**config.mk**
```make
export PLATFORM = sky130hd
export DESIGN_NAME = pte_top
export DESIGN_NICKNAME = d
export VERILOG_FILES = /design/src/rtl/pte_pkg.sv /design/src/rtl/pte_channel.sv /design/src/rtl/pte_top.sv
export SDC_FILE = /design/constraint.sdc
export NUM_CORES = 2
export LEC_CHECK = 0
export ABC_CLOCK_PERIOD_IN_PS = 4600
export BUFFER_PORTS_ARGS = -buffer_cell sky130_fd_sc_hd__buf_2
export CORE_AREA = 2 2 465 651
export DETAILED_ROUTE_END_ITERATION = 16
export DIE_AREA = 0 0 467 653
export SYNTH_ARGS = -nofsm -noshare
export SYNTH_HDL_FRONTEND = slang
export SYNTH_SLANG_ARGS = --single-unit
```
**constraint.sdc**
```tcl
create_clock -name sys_clk -period 4.6 [get_ports sys_clk]
set_input_delay 0.46 -clock sys_clk [delete_from_list [all_inputs] [get_ports sys_clk]]
set_output_delay 0.46 -clock sys_clk [all_outputs]
set_load 0.03 [all_outputs]
```
**src/rtl/pte_pkg.sv**
```systemverilog
// constants shared by the pulse train engine top and its channel module
// assumes a single 50 MHz system clock and a plain register port.
// Overview of operation
// - square wave or 2..32 bit pattern
// - chosen channels start locked, bits aligned
// - per-channel enable and settings, isolated
// - set and clear enable words, no rmw
// - start one channel or group together
// - bit rate is clock over power of two
// - module clock from system or independent tick
// - single shot emits pattern once only
// - repeat counted times or endlessly
// - loop end restarts selected other channels
// - channel output overrides pin gpio function
`default_nettype none

package pte_pkg;
    localparam int ADDR_W     = 8;
    localparam int DATA_W     = 32;
    // register byte addresses
    localparam logic [7:0] OFS_ENABLE  = 8'h00; // read: channels running
    localparam logic [7:0] OFS_EN_SET  = 8'h04; // write 1: start channel
    localparam logic [7:0] OFS_EN_CLR  = 8'h08; // write 1: stop channel
    localparam logic [7:0] OFS_DONE    = 8'h0c; // sticky done, write 1 clears
    localparam logic [7:0] OFS_CLKSEL  = 8'h10; // bit 0: independent tick
    localparam logic [7:0] OFS_CH_SEL  = 8'h14; // channel index for window
    localparam logic [7:0] OFS_CH_CFG  = 8'h18; // mode, length, divider
    localparam logic [7:0] OFS_CH_PAT  = 8'h1c; // pattern bits
    localparam logic [7:0] OFS_CH_LOOP = 8'h20; // 0 endless, 1 single shot
    localparam logic [7:0] OFS_CH_RST  = 8'h24; // restart mask on loop end
    localparam logic [7:0] OFS_OUTSTAT = 8'h28; // live channel outputs
    localparam logic [7:0] OFS_ALTFN   = 8'h2c; // pin taken by channel
    // channel config field layout
    localparam int CFG_SQ_BIT  = 0;
    localparam int CFG_LEN_LSB = 1;
    localparam int LEN_W       = 5;
    localparam int CFG_DIV_LSB = 8;
    localparam int DIV_W       = 4;
    localparam int CFG_W       = 12;
    localparam int LOOP_W      = 16;
    localparam int DIVCNT_W    = 17;
    localparam logic [LEN_W-1:0] LEN_MIN_M1 = 5'h01; // two bits least
    localparam logic [CFG_W-1:0] CFG_RST    = 12'h03e; // pattern, 32 bits, /2
    localparam logic [LOOP_W-1:0] LOOP_RST  = 16'h0000;
    localparam logic IDLE_LVL = 1'b0;
    typedef enum logic {PTE_IDLE, PTE_RUN} pte_ch_state_e;
endpackage : pte_pkg

`default_nettype wire

```
**src/rtl/pte_channel.sv**
```systemverilog
// one pulse_train_channel: divider, bit index and loop counter
// assumes start and stop are one-cycle pulses, never both at once.
`default_nettype none

module pte_channel
    import pte_pkg::*;
(
    input  wire logic              sys_clk,   // system clock
    input  wire logic              nrst,      // async reset, low
    input  wire logic              tick,      // module clock enable
    input  wire logic              start,     // restart at bit zero
    input  wire logic              stop,      // disable channel
    input  wire logic              square,    // square wave mode
    input  wire logic [LEN_W-1:0]  len_m1,    // pattern length minus one
    input  wire logic [DIV_W-1:0]  div_exp,   // divide exponent minus one
    input  wire logic [31:0]       pattern,   // pattern bits
    input  wire logic [LOOP_W-1:0] loop_cnt,  // repetition count
    output logic                   out,       // channel output
    output logic                   running,   // enable state
    output logic                   done       // completion pulse
);
    typedef struct packed {
        pte_ch_state_e         st;
        logic [DIVCNT_W-1:0]   div;
        logic [LEN_W-1:0]      idx;
        logic [LOOP_W-1:0]     left;
        logic                  out;
        logic                  done;
    } pte_ch_s;

    pte_ch_s r_reg, r_next;
    logic [DIVCNT_W-1:0] lim;
    logic [LEN_W-1:0]    last;

    function automatic logic bit_at(input logic sq, input logic [31:0] p,
                                    input logic [LEN_W-1:0] i);
        bit_at = sq ? ~i[0] : p[i];
    endfunction : bit_at

    // terminal divider count and last bit index
    always_comb begin
        lim  = (DIVCNT_W'(1) << ({1'b0, div_exp} + 5'h01)) - DIVCNT_W'(1);
        last = (len_m1 < LEN_MIN_M1) ? LEN_MIN_M1 : len_m1;
    end

    // sequencing; start restarts the divider so grouped channels align
    always_comb begin
        r_next      = r_reg;
        r_next.done = 1'b0;
        if (stop) begin
            r_next.st  = PTE_IDLE;
            r_next.out = IDLE_LVL;
        end else if (start) begin
            r_next.st   = PTE_RUN;
            r_next.div  = '0;
            r_next.idx  = '0;
            r_next.left = loop_cnt;
            r_next.out  = bit_at(square, pattern, '0);
        end else if (r_reg.st == PTE_RUN && tick) begin
            // less-than, not equality: a live change to a shorter divider ends the bit at once, and to a shorter length
            // ends the pass when the bit ends, instead of running the counter round its full range
            if (r_reg.div < lim) begin
                r_next.div = r_reg.div + DIVCNT_W'(1);
            end else begin
                r_next.div = '0;
                if (r_reg.idx < last) begin
                    r_next.idx = r_reg.idx + LEN_W'(1);
                    r_next.out = bit_at(square, pattern, r_reg.idx + LEN_W'(1));
                end else if (r_reg.left == LOOP_W'(1)) begin
                    r_next.st   = PTE_IDLE;
                    r_next.out  = IDLE_LVL;
                    r_next.done = 1'b1;
                end else begin
                    if (r_reg.left != '0) begin
                        r_next.left = r_reg.left - LOOP_W'(1);
                    end
                    r_next.idx = '0;
                    r_next.out = bit_at(square, pattern, '0);
                end
            end
        end
    end

    always_ff @(posedge sys_clk or negedge nrst) begin
        if (!nrst) begin
            r_reg <= '{st: PTE_IDLE, div: '0, idx: '0, left: '0,
                       out: IDLE_LVL, done: 1'b0};
        end else begin
            r_reg <= r_next;
        end
    end

    assign out     = r_reg.out;
    assign running = (r_reg.st == PTE_RUN);
    assign done    = r_reg.done;
endmodule : pte_channel

`default_nettype wire

```
**src/rtl/pte_top.sv**
```systemverilog
// pulse train engine: register port, per-channel settings, pin muxing
// assumes synchronous inputs, one clock, and a master that never waits.
`default_nettype none

module pte_top
    import pte_pkg::*;
#(
    parameter int NCH = 16                     // number of channels
)(
    input  wire logic              sys_clk,    // 50 MHz system clock
    input  wire logic              nrst,       // async reset, low
    input  wire logic              ext_tick,   // independent module tick
    input  wire logic [ADDR_W-1:0] addr,       // register byte address
    input  wire logic [DATA_W-1:0] wr_data,    // write data
    input  wire logic              wr_en,      // write strobe
    input  wire logic              rd_en,      // read strobe
    output logic      [DATA_W-1:0] rd_data,    // read data, next cycle
    input  wire logic [NCH-1:0]    gpio_out,   // gpio output levels
    input  wire logic [NCH-1:0]    gpio_oe,    // gpio output enables
    output logic      [NCH-1:0]    pin_out,    // pin output level
    output logic      [NCH-1:0]    pin_oe      // pin driven when high
);
    localparam int SEL_W = $clog2(NCH);

    typedef struct packed {
        logic [NCH-1:0]              start;
        logic [NCH-1:0]              stop;
        logic [NCH-1:0]              done;
        logic                        clksel;
        logic [SEL_W-1:0]            sel;
        logic [NCH-1:0][CFG_W-1:0]   cfg;
        logic [NCH-1:0][31:0]        pat;
        logic [NCH-1:0][LOOP_W-1:0]  loops;
        logic [NCH-1:0][NCH-1:0]     rmask;
        logic [NCH-1:0]              altfn;
        logic [NCH-1:0]              pin;
        logic [NCH-1:0]              oe;
        logic [DATA_W-1:0]           rdata;
    } pte_top_s;

    pte_top_s r_reg, r_next;

    logic           tick;
    logic [NCH-1:0] ch_out;
    logic [NCH-1:0] ch_run;
    logic [NCH-1:0] ch_done;
    logic [NCH-1:0] chain;
    logic [NCH-1:0] wmask;

    assign tick = r_reg.clksel ? ext_tick : 1'b1;

    // one channel per pin, each fed only its own settings
    genvar g;
    generate
        for (g = 0; g < NCH; g++) begin : g_ch
            pte_channel u_ch (
                .sys_clk  (sys_clk),
                .nrst     (nrst),
                .tick     (tick),
                .start    (r_reg.start[g]),
                .stop     (r_reg.stop[g]),
                .square   (r_reg.cfg[g][CFG_SQ_BIT]),
                .len_m1   (r_reg.cfg[g][CFG_LEN_LSB +: LEN_W]),
                .div_exp  (r_reg.cfg[g][CFG_DIV_LSB +: DIV_W]),
                .pattern  (r_reg.pat[g]),
                .loop_cnt (r_reg.loops[g]),
                .out      (ch_out[g]),
                .running  (ch_run[g]),
                .done     (ch_done[g])
            );
        end
    endgenerate

    // collect restart requests from channels finishing this cycle
    always_comb begin
        chain = '0;
        for (int i = 0; i < NCH; i++) begin
            if (ch_done[i]) begin
                chain = chain | r_reg.rmask[i];
            end
        end
    end

    assign wmask = wr_data[NCH-1:0];

    // register writes, start/stop pulses, done flags, pin mux, reads
    always_comb begin
        r_next       = r_reg;
        r_next.start = chain;
        r_next.stop  = '0;
        // set wins over a clear in the same cycle
        r_next.done  = r_reg.done | ch_done;

        if (wr_en) begin
            if (addr == OFS_EN_SET) begin
                r_next.start = chain | wmask;
            end else if (addr == OFS_EN_CLR) begin
                r_next.stop  = wmask;
                r_next.start = chain & ~wmask;
            end else if (addr == OFS_DONE) begin
                r_next.done = (r_reg.done & ~wmask) | ch_done;
            end else if (addr == OFS_CLKSEL) begin
                r_next.clksel = wr_data[0];
            end else if (addr == OFS_CH_SEL) begin
                r_next.sel = wr_data[SEL_W-1:0];
            end else if (addr == OFS_CH_CFG) begin
                r_next.cfg[r_reg.sel] = wr_data[CFG_W-1:0];
            end else if (addr == OFS_CH_PAT) begin
                r_next.pat[r_reg.sel] = wr_data;
            end else if (addr == OFS_CH_LOOP) begin
                r_next.loops[r_reg.sel] = wr_data[LOOP_W-1:0];
            end else if (addr == OFS_CH_RST) begin
                r_next.rmask[r_reg.sel] = wmask;
            end else if (addr == OFS_ALTFN) begin
                r_next.altfn = wmask;
            end
        end

        for (int i = 0; i < NCH; i++) begin
            r_next.pin[i] = r_reg.altfn[i] ? ch_out[i] : gpio_out[i];
            r_next.oe[i]  = r_reg.altfn[i] ? 1'b1 : gpio_oe[i];
        end

        // read data stands only in the cycle after the strobe
        r_next.rdata = '0;
        if (rd_en) begin
            if (addr == OFS_ENABLE) begin
                r_next.rdata = DATA_W'(ch_run);
            end else if (addr == OFS_DONE) begin
                r_next.rdata = DATA_W'(r_reg.done);
            end else if (addr == OFS_CLKSEL) begin
                r_next.rdata = DATA_W'(r_reg.clksel);
            end else if (addr == OFS_CH_SEL) begin
                r_next.rdata = DATA_W'(r_reg.sel);
            end else if (addr == OFS_CH_CFG) begin
                r_next.rdata = DATA_W'(r_reg.cfg[r_reg.sel]);
            end else if (addr == OFS_CH_PAT) begin
                r_next.rdata = r_reg.pat[r_reg.sel];
            end else if (addr == OFS_CH_LOOP) begin
                r_next.rdata = DATA_W'(r_reg.loops[r_reg.sel]);
            end else if (addr == OFS_CH_RST) begin
                r_next.rdata = DATA_W'(r_reg.rmask[r_reg.sel]);
            end else if (addr == OFS_OUTSTAT) begin
                r_next.rdata = DATA_W'(ch_out);
            end else if (addr == OFS_ALTFN) begin
                r_next.rdata = DATA_W'(r_reg.altfn);
            end
        end
    end

    // reset values; gpio owns every pin until software hands it over
    always_ff @(posedge sys_clk or negedge nrst) begin
        if (!nrst) begin
            r_reg        <= '0;
            r_reg.cfg    <= {NCH{CFG_RST}};
            r_reg.loops  <= {NCH{LOOP_RST}};
        end else begin
            r_reg <= r_next;
        end
    end

    assign rd_data = r_reg.rdata;
    assign pin_out = r_reg.pin;
    assign pin_oe  = r_reg.oe;
endmodule : pte_top

`default_nettype wire

```
==> metrics.txt <==
status finished, final reports clean; clk buf depth 4; CTS root buf clkbuf_16; crit path max fanout 31; via/cell ratio 6.21; first-pass GRT wire length 627000 um; initial core utilization 39.8%; initial antenna violation count 56; worst-margin pin slew 1310 ps; setup TNS 0 ps; sequential fraction of the synthesis area 42.2%; Setup CP Type flop to flop; gpl congestion 0.948; Clock Skew 99.6 ps; clk slew on worst S/H paths 70 ps; Lkg Pwr 60.5 nW; class of the worst hold path input port to flop; final WL 421000 um; post-route antenna net violation count 0; Async S/R FF share, synth 100%; Post-Syn Area per Cell 10.7 um^2; arrival time worst endpoint 5260 ps; final setup fails 0; pwr/cell area 310 mW/mm^2; clk_lat worst skew 930 ps; number of DRC markers in iteration 0 9785; vias in the first global route 94749; count of cell types in the netlist 112; Die Y 653 um; # DRC 0; mapped cell area 0.119 mm^2; area added between synthesis and finish 12.7%; Worst EP required 5420 ps; Final Max Slew Viols 0; Die W 467 um; drt first pass iters 8; IO buf count 140; Final #Nets 11758; commonest cells after routing, fill and taps aside 1918 x dfrtp_1, 1157 x mux2_2, 974 x nand2_1, 934 x o21ai_0, 588 x nor2_1; main flop type after synthesis dfrtp_1; Startpoint Class flop; VDD IR-drop max 0.000324 V; Post-synth EDFFs 0; largest net degree at the start of global routing 145; CTS tree built; Post-Syn Nets 11635; RSZ-0062 raised after global routing true; Die ar. 0.305 mm^2; CTS H-tree lvls 4; Site Rows 238; detailed-route via count 95656; hpwl dp 303000 um; final core utilization 44.8%; relative slew slack 12.0%; #FFs+latches synth 2005; gr usage total 27.1%; Hold Fails Final Rpt 0; commonest non-fill, non-tap cell in the layout dfrtp_1; post-DR wirelength/cell 27.3 um; Tcrit/Tclk final 96.6%; share of cells above drive strength 1 27.2%; clock period minus worst slack 4450 ps; CTS Sinks 2005; total of max-cap violations 0; synth warn 0; CP Capture Type flop; FMAX 0.225 GHz; grt ovf 0; Cells after Synth 11126; core area 0.299 mm^2; number of buffers created by CTS 210; Ports 141
[kinds of logic (layout without fill, tap and decap cells)]
| family | count (synthesis) | after routing | share of synthesized area, % |
|---|---|---|---|
| simple gates | 3116 | 3116 | 12.8 |
| compound gates | 2635 | 2635 | 14.0 |
| flops | 2005 | 2005 | 42.2 |
| mux | 1760 | 1760 | 21.7 |
| buf+inv | 1032 | 1317 | 3.77 |
| fa+ha+maj | 435 | 435 | 4.56 |
| xor+xnor | 143 | 143 | 1.05 |
| other cells | 0 | 35 | 0 |
[metrics by stage]
step | hold WS [ps] | total power [mW] | instances | setup WS (ps) | instance area [um^2]
after CTS | 30.9 | 41.8 | 15341 | 0.311 | 133000
after global routing | 69.4 | 43.1 | 15391 | -47.8 | 134000
final | 88.5 | 41.7 | 15406 | 155 | 134000
after floorplan | 164 | 21.6 | 11126 | -87.3 | 119000
after detailed placement | 466 | 23.6 | 14931 | -152 | 125000
after global placement | 455 | 23.4 | 14931 | -174 | 125000
[synth_stat cells (84+ instances only)]
cell type / n / area (um^2)
buf_4: 96 / 721
dfrtp_1: 1925 / 48200
ha_1: 432 / 5410
nand4_1: 92 / 576
mux4_2: 535 / 12000
a21oi_1: 466 / 2330
and3_1: 233 / 1460
mux2_2: 1157 / 13000
nor2_1: 630 / 2360
a22o_1: 84 / 736
a21o_1: 178 / 1340
buf_2: 178 / 891
nor3_1: 221 / 1110
inv_1: 240 / 901
nor4_1: 93 / 582
a31oi_1: 86 / 538
a22oi_1: 105 / 788
a221oi_1: 98 / 858
clkbuf_1: 457 / 1720
nand2b_1: 194 / 1210
o21ai_0: 972 / 4860
nand3_1: 257 / 1290
nand2_1: 983 / 3690
[area by class of cell]
cell class	instances	area, um^2
timing repair buffer	698	5520
clock inverter	84	1130
inverter	245	920
tap	3960	4950
antenna	35	87.6
sequential	2005	50300
clock buffer	290	6010
fill	27501	165000
multi-input combinational	8089	65300
[report_power, final]
| part | leakage [nW] | total [mW] | switching, mW | internal (mW) |
|---|---|---|---|---|
| logic | 30.2 | 4.59 | 2.87 | 1.72 |
| clock network | 3.51 | 18.2 | 7.66 | 10.5 |
| registers | 26.8 | 18.9 | 0.751 | 18.2 |
[timing repair]
action | in CTS | in global routing
hold buffers | 34 | 0
endpoints found under the hold margin | 92 | 0
buffers inserted | 2 | 24
pin swaps | 4 | 34
gates resized for setup | 11 | 231
cloned | 0 | 6
endpoints found under the setup margin | 74 | 567
[worst max-delay path: stages (launching register included)]
cell and delay [ps]:
dfrtp_1 380, nand2_1 70, inv_1 70, ha_4 290, nand2b_4 60, or3_1 330, ha_1 210, o21ai_0 100
a21oi_1 90, a21boi_4 160, nor3_2 210, a21oi_2 60, ha_1 290, a21o_1 170, a21o_1 180, a21o_1 200
a2111o_1 360, o22a_4 230, or4_4 440, buf_12 170, a31oi_2 150, o21ai_1 80, o31ai_1 70
[worst paths after layout]
path	from	end	slack [ps]	cells past startpoint
max in group asynchronous	nrst	async pin	2980	3
min in group asynchronous	nrst	async pin	260	2
worst max register to register	flop	g_ch[11].u_ch.r_reg[38]$_DFFE_PN0P_	150	22
worst min register to register	r_reg[1307]$_DFF_PN0_	r_reg[1307]$_DFF_PN0_	480	1
worst max-delay path	flop	g_ch[11].u_ch.r_reg[38]$_DFFE_PN0P_	150	22
worst min-delay path	addr[5]	rd_data[1]$_DFF_PN0_	90	4
[layer usage]
layer	wire length, um	GRT usage [%]	share of wire, %
met4	33500	18.1	8.0
met5	304	0	0.072
met2	195000	43.3	46
met3	31100	4.97	7.4
met1	161000	33.3	38
Power figures use the tool's default switching activity.
